===== src/common/sdtsc_consts.svh =====
// constants for the serdes test and status control block
`ifndef SDTSC_CONSTS_SVH
`define SDTSC_CONSTS_SVH

// timing
`define SDTSC_CLK_PERIOD_NS   100
`define SDTSC_POR_MAX_NS      1000000
`define SDTSC_BIT_CLK_MULT    10
`define SDTSC_WORD_BITS       (2 * `SDTSC_BIT_CLK_MULT)
`define SDTSC_PASS_GOOD_BITS  8'h7F

// pattern sequence
`define SDTSC_PRBS_SEED       7'h7F

// register byte addresses
`define SDTSC_ADR_CTRL        8'h00
`define SDTSC_ADR_STATUS      8'h04
`define SDTSC_ADR_IRQ_STAT    8'h08
`define SDTSC_ADR_IRQ_MASK    8'h0C
`define SDTSC_ADR_TX_WORD     8'h10
`define SDTSC_ADR_RX_WORD     8'h14

// control fields and reset values
`define SDTSC_CTRL_ENABLE     0
`define SDTSC_CTRL_LOOPBACK   1
`define SDTSC_CTRL_PATTERN    2
`define SDTSC_ENABLE_RST      1'h1
`define SDTSC_IRQ_MASK_RST    3'h0

// status fields
`define SDTSC_ST_LOSS         0
`define SDTSC_ST_PASS         1
`define SDTSC_ST_POR          2
`define SDTSC_ST_DOWN         3

// interrupt event fields
`define SDTSC_EV_LOSS         0
`define SDTSC_EV_PERR         1
`define SDTSC_EV_PASS         2

// frame field positions
`define SDTSC_FR_LOWER_K      16
`define SDTSC_FR_UPPER_K      17

`endif


===== src/common/sdtsc_pkg.sv =====
// types shared by the serdes test and status control block
package sdtsc_pkg;

  typedef enum logic [1:0] {PWR_POR, PWR_DOWN, PWR_RUN} sdtsc_pwr_e;

  typedef logic [15:0] sdtsc_word_t;
  typedef logic [19:0] sdtsc_frame_t;
  typedef logic [4:0]  sdtsc_idx_t;
  typedef logic [2:0]  sdtsc_irq_t;

endpackage : sdtsc_pkg


===== src/logic/sdtsc_prbs_chk.sv =====
// self-synchronising checker for the seven-stage pseudorandom stream
`timescale 1ns/10ps
`include "sdtsc_consts.svh"
module sdtsc_prbs_chk (
  // clock and reset
  input  wire logic clk,
  input  wire logic rst_n,
  // control and stream
  input  wire logic run,
  input  wire logic bit_in,
  // results
  output logic      pass,
  output logic      err
);
  import sdtsc_pkg::*;

  logic [6:0] hist;
  logic [2:0] fill;
  logic [7:0] good;
  logic       locked;
  logic       expect_bit;

  assign locked     = (fill == 3'h7);
  assign expect_bit = hist[6] ^ hist[5];

  // history fills from the stream itself, so no seed agreement is needed
  always_ff @(posedge clk or negedge rst_n) begin
    if (!rst_n) begin
      hist <= 7'h00;
      fill <= 3'h0;
    end else if (!run) begin
      hist <= 7'h00;
      fill <= 3'h0;
    end else begin
      hist <= {hist[5:0], bit_in};
      if (!locked) begin
        fill <= fill + 3'h1;
      end
    end
  end

  // pass only after a full sequence of matching bits
  always_ff @(posedge clk or negedge rst_n) begin
    if (!rst_n) begin
      good <= 8'h00;
      pass <= 1'b0;
      err  <= 1'b0;
    end else if (!run || !locked) begin
      good <= 8'h00;
      pass <= 1'b0;
      err  <= 1'b0;
    end else if (bit_in != expect_bit) begin
      good <= 8'h00;
      pass <= 1'b0;
      err  <= 1'b1;
    end else begin
      err <= 1'b0;
      if (good == `SDTSC_PASS_GOOD_BITS) begin
        pass <= 1'b1;
      end else begin
        good <= good + 8'h01;
      end
    end
  end

endmodule : sdtsc_prbs_chk


===== src/logic/sdtsc_prbs_gen.sv =====
// seven-stage pseudorandom bit generator for the transmit path
`timescale 1ns/10ps
`include "sdtsc_consts.svh"
module sdtsc_prbs_gen (
  // clock and reset
  input  wire logic clk,
  input  wire logic rst_n,
  // control
  input  wire logic run,
  // stream
  output logic      bit_out
);
  import sdtsc_pkg::*;

  logic [6:0] lfsr;

  // x^7 + x^6 + 1, one bit per cycle; reseed when idle
  always_ff @(posedge clk or negedge rst_n) begin
    if (!rst_n) begin
      lfsr    <= `SDTSC_PRBS_SEED;
      bit_out <= 1'b0;
    end else if (!run) begin
      lfsr    <= `SDTSC_PRBS_SEED;
      bit_out <= 1'b0;
    end else begin
      lfsr    <= {lfsr[5:0], lfsr[6] ^ lfsr[5]};
      bit_out <= lfsr[6] ^ lfsr[5];
    end
  end

endmodule : sdtsc_prbs_gen


===== src/logic/sdtsc_top.sv =====
// test, status and clocking control of the serdes transceiver
`timescale 1ns/10ps
`include "sdtsc_consts.svh"
module sdtsc_top #(
  parameter int POR_TIME_NS = `SDTSC_POR_MAX_NS
) (
  // clock and reset
  input  wire logic                 clk,
  input  wire logic                 rst_n,
  // wishbone slave
  input  wire logic                 wb_cyc,
  input  wire logic                 wb_stb,
  input  wire logic                 wb_we,
  input  wire logic [7:0]           wb_adr,
  input  wire logic [3:0]           wb_sel,
  input  wire logic [31:0]          wb_wdata,
  output logic      [31:0]          wb_rdata,
  output logic                      wb_ack,
  // serial line and loss detector
  input  wire logic                 serial_in,
  input  wire logic                 signal_loss,
  output logic                      serial_out,
  output logic                      serial_oe,
  // receive pins
  output sdtsc_pkg::sdtsc_word_t    rx_data,
  output logic                      rx_data_oe,
  output logic                      rx_upper_kflag_or_sigloss,
  output logic                      rx_upper_oe,
  output logic                      rx_lower_kflag_or_pattern_pass,
  output logic                      rx_lower_oe,
  output logic                      rx_word_clock,
  // interrupt
  output logic                      irq
);
  import sdtsc_pkg::*;

  // reset length in whole words, rounded down so it ends inside the limit
  localparam int POR_CYC_RAW   = POR_TIME_NS / `SDTSC_CLK_PERIOD_NS;
  localparam int POR_WORDS_RAW = POR_CYC_RAW / `SDTSC_WORD_BITS;
  localparam int POR_WORDS     = (POR_WORDS_RAW < 1) ? 1 : POR_WORDS_RAW;
  localparam logic [15:0] POR_LAST = 16'(POR_WORDS - 1);
  localparam sdtsc_idx_t  LAST_IDX = 5'(`SDTSC_WORD_BITS - 1);
  localparam sdtsc_idx_t  HALF_IDX = 5'(`SDTSC_BIT_CLK_MULT);

  // input synchronisers
  logic [1:0]   sync_a;
  logic [1:0]   sync_b;
  logic         serial_sync;
  logic         loss_sync;

  // software controls
  logic         enable;
  logic         loopback_select;
  logic         pattern_test_select;
  sdtsc_word_t  tx_word;
  logic         tx_lower_kflag;
  logic         tx_upper_kflag;
  sdtsc_irq_t   irq_stat;
  sdtsc_irq_t   irq_mask;

  // power and timing
  sdtsc_pwr_e   pwr_state;
  logic [15:0]  por_cnt;
  sdtsc_idx_t   bit_idx;
  logic         word_tick;
  logic         run;

  // datapath
  sdtsc_frame_t tx_shift;
  sdtsc_frame_t tx_frame;
  sdtsc_frame_t rx_shift;
  sdtsc_frame_t rx_frame;
  logic         rx_bit;
  logic         prbs_bit;
  logic         pattern_run;
  logic         pattern_pass;
  logic         pattern_err;
  logic         loss_eff;
  logic         loss_q;
  logic         pass_q;
  sdtsc_irq_t   irq_event;

  // bus
  logic         bus_req;
  logic         bus_wr;
  sdtsc_irq_t   irq_clear;
  logic [31:0]  next_rdata;

  // two flops on the serial_in and signal_loss inputs before any logic looks at them
  always_ff @(posedge clk or negedge rst_n) begin
    if (!rst_n) begin
      sync_a <= 2'h0;
      sync_b <= 2'h0;
    end else begin
      sync_a <= {signal_loss, serial_in};
      sync_b <= sync_a;
    end
  end

  assign serial_sync = sync_b[0];
  assign loss_sync   = sync_b[1];

  // word divider: one reference period is twenty serial bit slots,
  // i.e. ten bit clock periods with a bit on each edge
  always_ff @(posedge clk or negedge rst_n) begin
    if (!rst_n) begin
      bit_idx <= 5'h00;
    end else if (bit_idx == LAST_IDX) begin
      bit_idx <= 5'h00;
    end else begin
      bit_idx <= bit_idx + 5'h01;
    end
  end

  assign word_tick = (bit_idx == LAST_IDX);

  // power sequencing: reset interval counts reference periods
  always_ff @(posedge clk or negedge rst_n) begin
    if (!rst_n) begin
      pwr_state <= PWR_POR;
      por_cnt   <= 16'h0000;
    end else begin
      unique case (pwr_state)
        PWR_POR: begin
          if (word_tick) begin
            if (por_cnt == POR_LAST) begin
              pwr_state <= enable ? PWR_RUN : PWR_DOWN;
            end else begin
              por_cnt <= por_cnt + 16'h0001;
            end
          end
        end
        PWR_DOWN: begin
          if (enable && word_tick) begin // restart on a word edge
            pwr_state <= PWR_RUN;
          end
        end
        PWR_RUN: begin
          if (!enable) begin
            pwr_state <= PWR_DOWN;
          end
        end
      endcase
    end
  end

  assign run         = (pwr_state == PWR_RUN);
  assign pattern_run = run & pattern_test_select;

  // transmit frame, low bit first
  assign tx_frame = {2'b00, tx_upper_kflag, tx_lower_kflag, tx_word};

  // serializer: reload once per reference period, shift every slot
  always_ff @(posedge clk or negedge rst_n) begin
    if (!rst_n) begin
      tx_shift <= 20'h00000;
    end else if (!run) begin
      tx_shift <= 20'h00000;
    end else if (word_tick) begin
      tx_shift <= tx_frame;
    end else begin
      tx_shift <= {1'b0, tx_shift[19:1]};
    end
  end

  // line bit: pattern replaces the parallel word entirely
  always_ff @(posedge clk or negedge rst_n) begin
    if (!rst_n) begin
      serial_out <= 1'b0;
      serial_oe  <= 1'b0;
    end else begin
      serial_out <= run & (pattern_test_select ? prbs_bit
                                               : tx_shift[0]);
      serial_oe  <= run & ~loopback_select;
    end
  end

  sdtsc_prbs_gen u_gen (
    .clk     (clk),
    .rst_n   (rst_n),
    .run     (pattern_run),
    .bit_out (prbs_bit)
  );

  // loopback takes the bit we are driving, even while the driver floats
  assign rx_bit = loopback_select ? serial_out : serial_sync;

  // deserializer: the frame completes one slot after the reload
  always_ff @(posedge clk or negedge rst_n) begin
    if (!rst_n) begin
      rx_shift <= 20'h00000;
      rx_frame <= 20'h00000;
    end else if (!run) begin
      rx_shift <= 20'h00000;
      rx_frame <= 20'h00000;
    end else begin
      rx_shift <= {rx_bit, rx_shift[19:1]};
      if (bit_idx == 5'h00) begin
        rx_frame <= {rx_bit, rx_shift[19:1]};
      end
    end
  end

  // checker sees whatever the receiver sees, so loopback gives self-test
  sdtsc_prbs_chk u_chk (
    .clk    (clk),
    .rst_n  (rst_n),
    .run    (pattern_run),
    .bit_in (rx_bit),
    .pass   (pattern_pass),
    .err    (pattern_err)
  );

  // the loss detector watches the external line only
  assign loss_eff = loss_sync & ~loopback_select;

  // receive pins; loss forces the invalid all-ones code on both bytes
  always_ff @(posedge clk or negedge rst_n) begin
    if (!rst_n) begin
      rx_data                        <= 16'h0000;
      rx_upper_kflag_or_sigloss      <= 1'b0;
      rx_lower_kflag_or_pattern_pass <= 1'b0;
    end else if (loss_eff) begin
      rx_data                        <= 16'hFFFF;
      rx_upper_kflag_or_sigloss      <= 1'b1;
      rx_lower_kflag_or_pattern_pass <= 1'b1;
    end else begin
      rx_data                   <= rx_frame[15:0];
      rx_upper_kflag_or_sigloss <= rx_frame[`SDTSC_FR_UPPER_K];
      rx_lower_kflag_or_pattern_pass <= pattern_test_select
          ? pattern_pass
          : rx_frame[`SDTSC_FR_LOWER_K];
    end
  end

  // pin drivers float during reset; power-down keeps the upper flag
  always_ff @(posedge clk or negedge rst_n) begin
    if (!rst_n) begin
      rx_data_oe    <= 1'b0;
      rx_upper_oe   <= 1'b0;
      rx_lower_oe   <= 1'b0;
      rx_word_clock <= 1'b0;
    end else begin
      rx_data_oe    <= run;
      rx_upper_oe   <= (pwr_state != PWR_POR);
      rx_lower_oe   <= run;
      rx_word_clock <= run & (bit_idx < HALF_IDX);
    end
  end

  // interrupt sources: loss onset, checker mismatch, pass onset
  assign irq_event = {pattern_pass & ~pass_q,
                      pattern_err,
                      loss_eff & ~loss_q};

  always_ff @(posedge clk or negedge rst_n) begin
    if (!rst_n) begin
      loss_q <= 1'b0;
      pass_q <= 1'b0;
    end else begin
      loss_q <= loss_eff;
      pass_q <= pattern_pass;
    end
  end

  // reads are taken on the edge that raises ack, writes where ack is seen
  assign bus_req   = wb_cyc & wb_stb & ~wb_ack;
  assign bus_wr    = wb_cyc & wb_stb & wb_we & wb_ack;
  assign irq_clear = (bus_wr && wb_sel[0] &&
                      wb_adr == `SDTSC_ADR_IRQ_STAT) ? wb_wdata[2:0] : 3'h0;

  // sticky status; a new event wins over a clear in the same cycle
  always_ff @(posedge clk or negedge rst_n) begin
    if (!rst_n) begin
      irq_stat <= 3'h0;
      irq      <= 1'b0;
    end else begin
      irq_stat <= (irq_stat & ~irq_clear) | irq_event;
      irq      <= |(irq_stat & irq_mask);
    end
  end

  // control register writes, low byte only
  always_ff @(posedge clk or negedge rst_n) begin
    if (!rst_n) begin
      enable              <= `SDTSC_ENABLE_RST;
      loopback_select     <= 1'b0;
      pattern_test_select <= 1'b0;
      irq_mask            <= `SDTSC_IRQ_MASK_RST;
    end else if (bus_wr && wb_sel[0]) begin
      if (wb_adr == `SDTSC_ADR_CTRL) begin
        enable              <= wb_wdata[`SDTSC_CTRL_ENABLE];
        loopback_select     <= wb_wdata[`SDTSC_CTRL_LOOPBACK];
        pattern_test_select <= wb_wdata[`SDTSC_CTRL_PATTERN];
      end
      if (wb_adr == `SDTSC_ADR_IRQ_MASK) begin
        irq_mask <= wb_wdata[2:0];
      end
    end
  end

  // transmit word with byte lanes; taken at the next word reload
  always_ff @(posedge clk or negedge rst_n) begin
    if (!rst_n) begin
      tx_word        <= 16'h0000;
      tx_lower_kflag <= 1'b0;
      tx_upper_kflag <= 1'b0;
    end else if (bus_wr && wb_adr == `SDTSC_ADR_TX_WORD) begin
      if (wb_sel[0]) begin
        tx_word[7:0] <= wb_wdata[7:0];
      end
      if (wb_sel[1]) begin
        tx_word[15:8] <= wb_wdata[15:8];
      end
      if (wb_sel[2]) begin
        tx_lower_kflag <= wb_wdata[`SDTSC_FR_LOWER_K];
        tx_upper_kflag <= wb_wdata[`SDTSC_FR_UPPER_K];
      end
    end
  end

  // read mux; unmapped addresses read as zero
  always_comb begin
    next_rdata = 32'h00000000;
    unique case (wb_adr)
      `SDTSC_ADR_CTRL: begin
        next_rdata[`SDTSC_CTRL_ENABLE]   = enable;
        next_rdata[`SDTSC_CTRL_LOOPBACK] = loopback_select;
        next_rdata[`SDTSC_CTRL_PATTERN]  = pattern_test_select;
      end
      `SDTSC_ADR_STATUS: begin
        next_rdata[`SDTSC_ST_LOSS] = loss_eff;
        next_rdata[`SDTSC_ST_PASS] = pattern_pass;
        next_rdata[`SDTSC_ST_POR]  = (pwr_state == PWR_POR);
        next_rdata[`SDTSC_ST_DOWN] = (pwr_state == PWR_DOWN);
      end
      `SDTSC_ADR_IRQ_STAT: begin
        next_rdata[2:0] = irq_stat;
      end
      `SDTSC_ADR_IRQ_MASK: begin
        next_rdata[2:0] = irq_mask;
      end
      `SDTSC_ADR_TX_WORD: begin
        next_rdata[15:0]                = tx_word;
        next_rdata[`SDTSC_FR_LOWER_K]   = tx_lower_kflag;
        next_rdata[`SDTSC_FR_UPPER_K]   = tx_upper_kflag;
      end
      `SDTSC_ADR_RX_WORD: begin
        next_rdata[17:0] = rx_frame[17:0];
      end
      default: begin
        next_rdata = 32'h00000000;
      end
    endcase
  end

  // single-wait answer: ack one cycle after the strobe, then drop
  always_ff @(posedge clk or negedge rst_n) begin
    if (!rst_n) begin
      wb_ack   <= 1'b0;
      wb_rdata <= 32'h00000000;
    end else begin
      wb_ack <= bus_req;
      if (bus_req && !wb_we) begin
        wb_rdata <= next_rdata;
      end
    end
  end

endmodule : sdtsc_top


===== config.mk =====
export PLATFORM = sky130hd
export DESIGN_NAME = sdtsc_top
export DESIGN_NICKNAME = d
export VERILOG_FILES = /design/src/common/sdtsc_pkg.sv /design/src/logic/sdtsc_prbs_chk.sv /design/src/logic/sdtsc_prbs_gen.sv /design/src/logic/sdtsc_top.sv
export VERILOG_INCLUDE_DIRS = /design/src /design/src/common
export SDC_FILE = /design/constraint.sdc
export NUM_CORES = 1
export LEC_CHECK = 0
export ABC_AREA = 1
export BUFFER_PORTS_ARGS = -buffer_cell sky130_fd_sc_hd__buf_2
export CAP_MARGIN = 20
export CORE_UTILIZATION = 40
export CTS_BUF_LIST = sky130_fd_sc_hd__clkbuf_16
export DETAILED_ROUTE_END_ITERATION = 6
export SLEW_MARGIN = 20
export SYNTH_ARGS = -nofsm -noshare
export SYNTH_HDL_FRONTEND = slang
export SYNTH_SLANG_ARGS = --single-unit

===== constraint.sdc =====
create_clock -name clk -period 1.35 [get_ports clk]
set_input_delay 0.27 -clock clk [delete_from_list [all_inputs] [get_ports clk]]
set_output_delay 0.27 -clock clk [all_outputs]
set_load 0.02 [all_outputs]

# Yosys cells after proc, flatten, opt, wreduce, memory -nomap -nowiden
# Index checks and enable logic that the tools add are counted.
# totals
input_bits	51
word_cells	140
regBits	185
out_inout_bits	58
# classes
mux	35
n_addsub	4
bitwise	22
order_cmp	1
eq_ne	19
n_reduce_logical	22
# op_table
cell	n
19-bit 2-to-1 mux	2
18-bit 2-to-1 mux	2
14-bit one-hot mux with 2 select lines	1
8-bit 2-to-1 mux	3
20-bit 2-to-1 mux	1
3-bit one-hot mux with 6 select lines	1
16-bit by 1-bit adder with 16-bit output (second input constant)	1
16-bit by 9-bit == test with 1-bit output (second input constant)	1
8-bit by 4-bit == test with 1-bit output (second input constant)	2
8-bit by 5-bit == test with 1-bit output (second input constant)	2
16-bit 2-to-1 mux	1
7-bit 2-to-1 mux	2
1-bit AND	11
1-bit 2-to-1 mux	11
2-bit 2-to-1 mux	5
2-bit inequality test (second input constant)	5
2-bit AND reduction	5
3-bit 2-to-1 mux	3
8-bit by 1-bit adder with 8-bit output (second input constant)	1
8-bit by 3-bit == test with 1-bit output (second input constant)	1
8-bit by 7-bit == test with 1-bit output (second input constant)	1
8-bit zero test	1
3-bit AND	2
2-bit one-hot mux with 3 select lines	1
other kinds (26)	37

# Longest topological paths before layout
# depth
ltp_word	9
depth_mapped	10
ltp_nobuf	10

# Hierarchy
# Synthesis repeated with hierarchy kept, for this count alone.
# hier_totals
cells_unflattened	887
hier_area_um2	7848.8
# modules_own_cells
mod	seq_area_each_um2	instances	area_each_um2	cells_per_inst
sdtsc_top	3854.9	1	6610.1	751
sdtsc_prbs_chk	500.5	1	964.7	114
sdtsc_prbs_gen	209.0	1	274.0	22

# Worst setup path after synthesis
# Ideal clock, no wire load.
# synth_path
kind	register -> register
startpoint	register por_cnt[0]
endpoint	register por_cnt[8]
n_path_buf	2
t_arrival_ns	1.318
setup_ns	0.116
setup_slack_ns	-0.084
period_less_slack_ns	1.434
path_stages_with_launch	10
required_time_ns	1.234
cell_sequence	dfrtp_1 > ha_1 > nand3_1 > nor3_2 > nand2_1 > nand3_2 > buf_6 > buf_12 > nand2_1 > nand2_1
# synth_via
elab_chain_len	3
elab_cells_between_ends	4
cone_classes	1 x add/sub; 1 x eq/ne; 1 x bitwise; 1 x reduce/logical
# synth_rtl
item	line	source
from (decl)	sdtsc_top.sv:63	logic [15:0] por_cnt;
from (signal assigned)	sdtsc_top.sv:129	por_cnt <= por_cnt + 16'h0001;
parallel branches: the longest is 3 deep, another holds 16-bit by 1-bit adder with 16-bit output	-	
# Several ways; the timed one is not identified.
# A chain may end at the register's enable or synchronous reset.

# Worst setup path after layout
# layout_path
startpoint	register bit_idx[1]
endpoint	register por_cnt[2]
# layout_via
elab_chain_len	2
# layout_rtl
item	line	source
from (decl)	sdtsc_top.sv:64	sdtsc_idx_t bit_idx;
from (signal assigned)	sdtsc_top.sv:111	bit_idx <= bit_idx + 5'h01;
5-bit == test	sdtsc_top.sv:115	assign word_tick = (bit_idx == LAST_IDX);
3-bit AND reduction (no line)	-	
# No other way between the ends.

==> results.md <==
Outcome:
- The flow ran to the end, but the final reports show violations.
- The checks that failed: negative setup slack.

Clocking:
- The TritonCTS clock tree is done.
- CTS built an H-tree with a depth of 4.
- The post-CTS clock slew at the launch and capture registers of the worst setup and hold paths is 0.07 ns.
- Clock tree synthesis found a total of 182 sinks.
- The total CTS buffers is 17.
- The root buffer selected by CTS is sky130_fd_sc_hd__clkbuf_16.
- The clock latency at the later pin of the worst-skew pair is 0.43 ns.
- The deepest clock path buffer count is 2.

Floorplan:
- The overall die area is 0.0201 mm2.
- The die extent in x is 142 um.
- The initial core utilization is 0.413.
- 109 I/O pins were placed.
- The floorplan step set the die height to 142 um.
- The initialized floorplan defines 50 standard-cell rows.
- In this run the standard cell core region covers 0.0190 mm2.

Pwr:
- In this run the power spent charging and discharging nets is 2.77 mW.
- For this design the static power due to leakage is 5.28 nW.
- The relative contribution of combinational cells to total power is 0.064.
- Power comes to 11.2 mW.
- The total power divided by cell area is 1050 mW/mm2.
- The cell internal power dissipation is 8.39 mW.
- The share of total power dissipated in the clock network is 0.432.
- Of the total power, the share spent switching nets is 0.248.
- The largest voltage drop on the vdd net is 0.000767 V.
- The share of total power dissipated in sequential elements is 0.505.

Global route:
- The met1 track demand over resource in global routing is 0.248.
- The first global-routing pass estimated 29.2 mm of wire.
- The remaining global-route overflow is 0.
- The number of global-route vias before repair is 6023.
- The routing layer with the top usage in global route is met2.
- The number of antenna violations at the first check in global routing came to 0.
- In the global route stage, met3 resource usage came out at 0.0380.
- For this run, global-route usage on met2 was measured as 0.310.
- The maximum number of pins on one net before global-route repair is 46.
- In the global route stage, overall resource usage came out at 0.190.

Layout:
- Of the cells placed in the final design, the portion with a size suffix greater than 1 is 0.332.
- The commonest non-fill, non-tap cell in the layout is sky130_fd_sc_hd__nand2_1.
- After routing the design area is 0.0106 mm2.
- The number of nets in the finished design is 1123.
- Once layout is complete, the utilization of the core stands at 0.559.
- The top cell types in the final layout, fill and taps aside, are sky130_fd_sc_hd__nand2_1, sky130_fd_sc_hd__dfrtp_1, sky130_fd_sc_hd__inv_1.
- The layout has 1669 filler cells.
- Compared with the post-synthesis result, the final layout area differs by 35.3%.

Timing:
- In the post-route analysis, the smallest setup slack over all paths is -0.154 ns.
- The number of pins with negative max-slew slack in the final report was 0.
- The final critical-path required period is 1.50 ns.
- The smallest hold slack is 0.0508 ns.
- Setup violations remaining at the end of the flow were counted as 49.
- Setup repair after global routing could not meet its margin everywhere.
- The count of endpoints failing hold in the final timing report is 0.
- On the final layout, the worst clock skew is 0.0187 ns.
- The fmax is 665 MHz.
- The share of the clock period used by the worst path is 1.11.

Yosys:
- The count of state elements after synthesis is 182.
- The synthesized netlist contains 40 unique library cells.
- After synthesis, the cell types taking the most area are sky130_fd_sc_hd__dfrtp_1, sky130_fd_sc_hd__nand2_1, sky130_fd_sc_hd__inv_1.
- The dominant register cell in the synthesized netlist is sky130_fd_sc_hd__dfrtp_1.
- The post-synthesis area per instance is 8.99 um2.
- Yosys printed 0 warnings.
- Counting flops with a built-in enable in the synthesized netlist gives 0.
- The proportion of synthesized flip-flops having asynchronous set or reset is 1.00.
- The cell count after synthesis is 871.
- The cell taking the most area after synthesis is sky130_fd_sc_hd__dfrtp_1.
- Of the post-synthesis cell area, the dominant cell type holds 0.556.
- Summing every instance area after synthesis gives 0.00783 mm2.
- The portion of the post-synthesis area used by sequential elements is 0.583.

Route:
- In the routed design, unresolved DRC markers number 0.
- The per-cell via count in the routed design is 4.66.
- The detailed-route via count is 6224.
- In this run the remaining antenna-violating nets after routing total 0.
- Dividing the detail-routed wire length by the instance count gives 14.0 um.
- The iteration-0 DRC count of the detailed router is 337.
- Wires add up to 18.8 mm.
- The first TritonRoute pass finished after 4 iterations.

Worst setup path:
- Data on the critical path arrives at its endpoint at 1.82 ns.
- Along the worst path, the maximum fanout reaches 19.
- The required time at the worst-slack endpoint is 1.66 ns.
- The setup path with the least slack is of type flip-flop to flip-flop.
- Measured in cells, the most critical reg-to-reg path has a length of 8.
- The type of origin of the critical path is a flip-flop.
- STA classifies the critical path endpoint as a flip-flop.

Placement:
- Before CTS, the worst setup slack after placement is -0.143 ns.
- The congestion estimate from routability-driven global placement came to 0.895.
- Input and output buffers added on the ports amount to 79.
- The placement-stage cell area is 0.00922 mm2.
- The HPWL reported at the end of detailed placement is 13.0 mm.

Min path:
- Along the worst hold path, the cell count comes to 3.
- The path class of the tightest hold or removal check is input port to flip-flop.

Flow run:
- The count of max-cap constraint violations is 0.
through the flow:
stage               setup TNS [ns]  std cells
finish                       -3.70       1337
global route                 -7.58       1336
global placement             -3.94       1279
detailed placement           -5.88       1279
floorplan                  -0.0640        884
CTS                          -4.05       1317
logic make-up after synthesis:
group                      Yosys count  share of synthesized area
buffers and inverters              160                     0.0918
and+or+nand+nor                    368                      0.202
AOI/OAI and AO/OA                  133                     0.0880
xor gates and xnor gates            18                     0.0211
other                                1                   0.000479
adders and majority gates            9                     0.0144
DFF                                182                      0.583
cell usage after synthesis (8+ instances only):
cell	n
sky130_fd_sc_hd__ha_1	9
sky130_fd_sc_hd__nor2_1	71
sky130_fd_sc_hd__inv_1	117
sky130_fd_sc_hd__dfstp_2	8
sky130_fd_sc_hd__nand3_1	36
sky130_fd_sc_hd__a21oi_1	57
sky130_fd_sc_hd__o21ai_0	66
sky130_fd_sc_hd__buf_4	18
sky130_fd_sc_hd__nand2_1	222
sky130_fd_sc_hd__xor2_1	10
sky130_fd_sc_hd__clkbuf_1	8
sky130_fd_sc_hd__buf_2	8
sky130_fd_sc_hd__dfrtp_1	174
sky130_fd_sc_hd__nand4_1	9
registers in the layout, summed over array words and instances (netlist names), 7 cells and up:
register	flops
rx_shift	19
rx_frame	18
tx_shift	18
wb_rdata	18
por_cnt	16
rx_data	16
tx_word	16
u_chk.good	8
u_chk.hist	7
u_gen.lfsr	7
per-layer routing:
metal | vias to the layer above | part of all wire
li1 | 3079 | -
met1 | 3024 | 0.45
met3 | 28 | 0.025
met5 | - | 0
met4 | 0 | 0.025
met2 | 93 | 0.50
critical path: stages, from the launching register on:
cell,delay (ns)
sky130_fd_sc_hd__dfrtp_1,0.38
sky130_fd_sc_hd__ha_2,0.23
sky130_fd_sc_hd__nand2_4,0.06
sky130_fd_sc_hd__nor2_4,0.13
sky130_fd_sc_hd__buf_4,0.15
sky130_fd_sc_hd__nand3_4,0.12
sky130_fd_sc_hd__buf_12,0.19
sky130_fd_sc_hd__nand2_2,0.07
sky130_fd_sc_hd__o21ai_2,0.05
power by group through the flow:
| stage | logic, mW | registers [mW] | clock network (mW) |
|---|---|---|---|
| after floorplan | 0.208 | 5.85 | 0 |
| after global placement | 0.689 | 5.73 | 0 |
| after detailed placement | 0.698 | 5.73 | 0 |
| after CTS | 0.707 | 5.63 | 4.91 |
| after global routing | 0.785 | 5.63 | 5.16 |
| final | 0.709 | 5.63 | 4.82 |
path summary, 6_finish.rpt:
kind                                    to         from  slack [ns]
min in group asynchronous      irq_stat[1]        rst_n        0.28
hold reg to reg                  sync_b[0]    sync_a[0]        0.35
max in group asynchronous  loopback_select        rst_n        0.44
setup / recovery                por_cnt[2]   bit_idx[1]       -0.15
setup reg to reg                por_cnt[2]   bit_idx[1]       -0.15
hold / removal                  tx_word[9]  wb_wdata[9]        0.05
repair_timing:
action,4_1_cts,5_1_grt
setup buffers,3,17
gates cloned,1,4
endpoints found under the setup margin,75,107
gates resized for setup,26,158
pin swaps,5,27
endpoints found under the hold margin,40,0
hold buffers,3,0
area by class of cell:
class,count,area (um2),share of cell area
clock inverter,15,146,0.0138
tap,260,325,0.0307
sequential,182,4570,0.431
timing repair inverter,1,7.51,0.000708
timing repair buffer,197,1570,0.148
clock buffer,17,425,0.0401
inverter,122,473,0.0446
antenna,1,2.50,0.000236
multi-input combinational,542,3080,0.290
No activity file was read; power rests on OpenSTA's default activity.
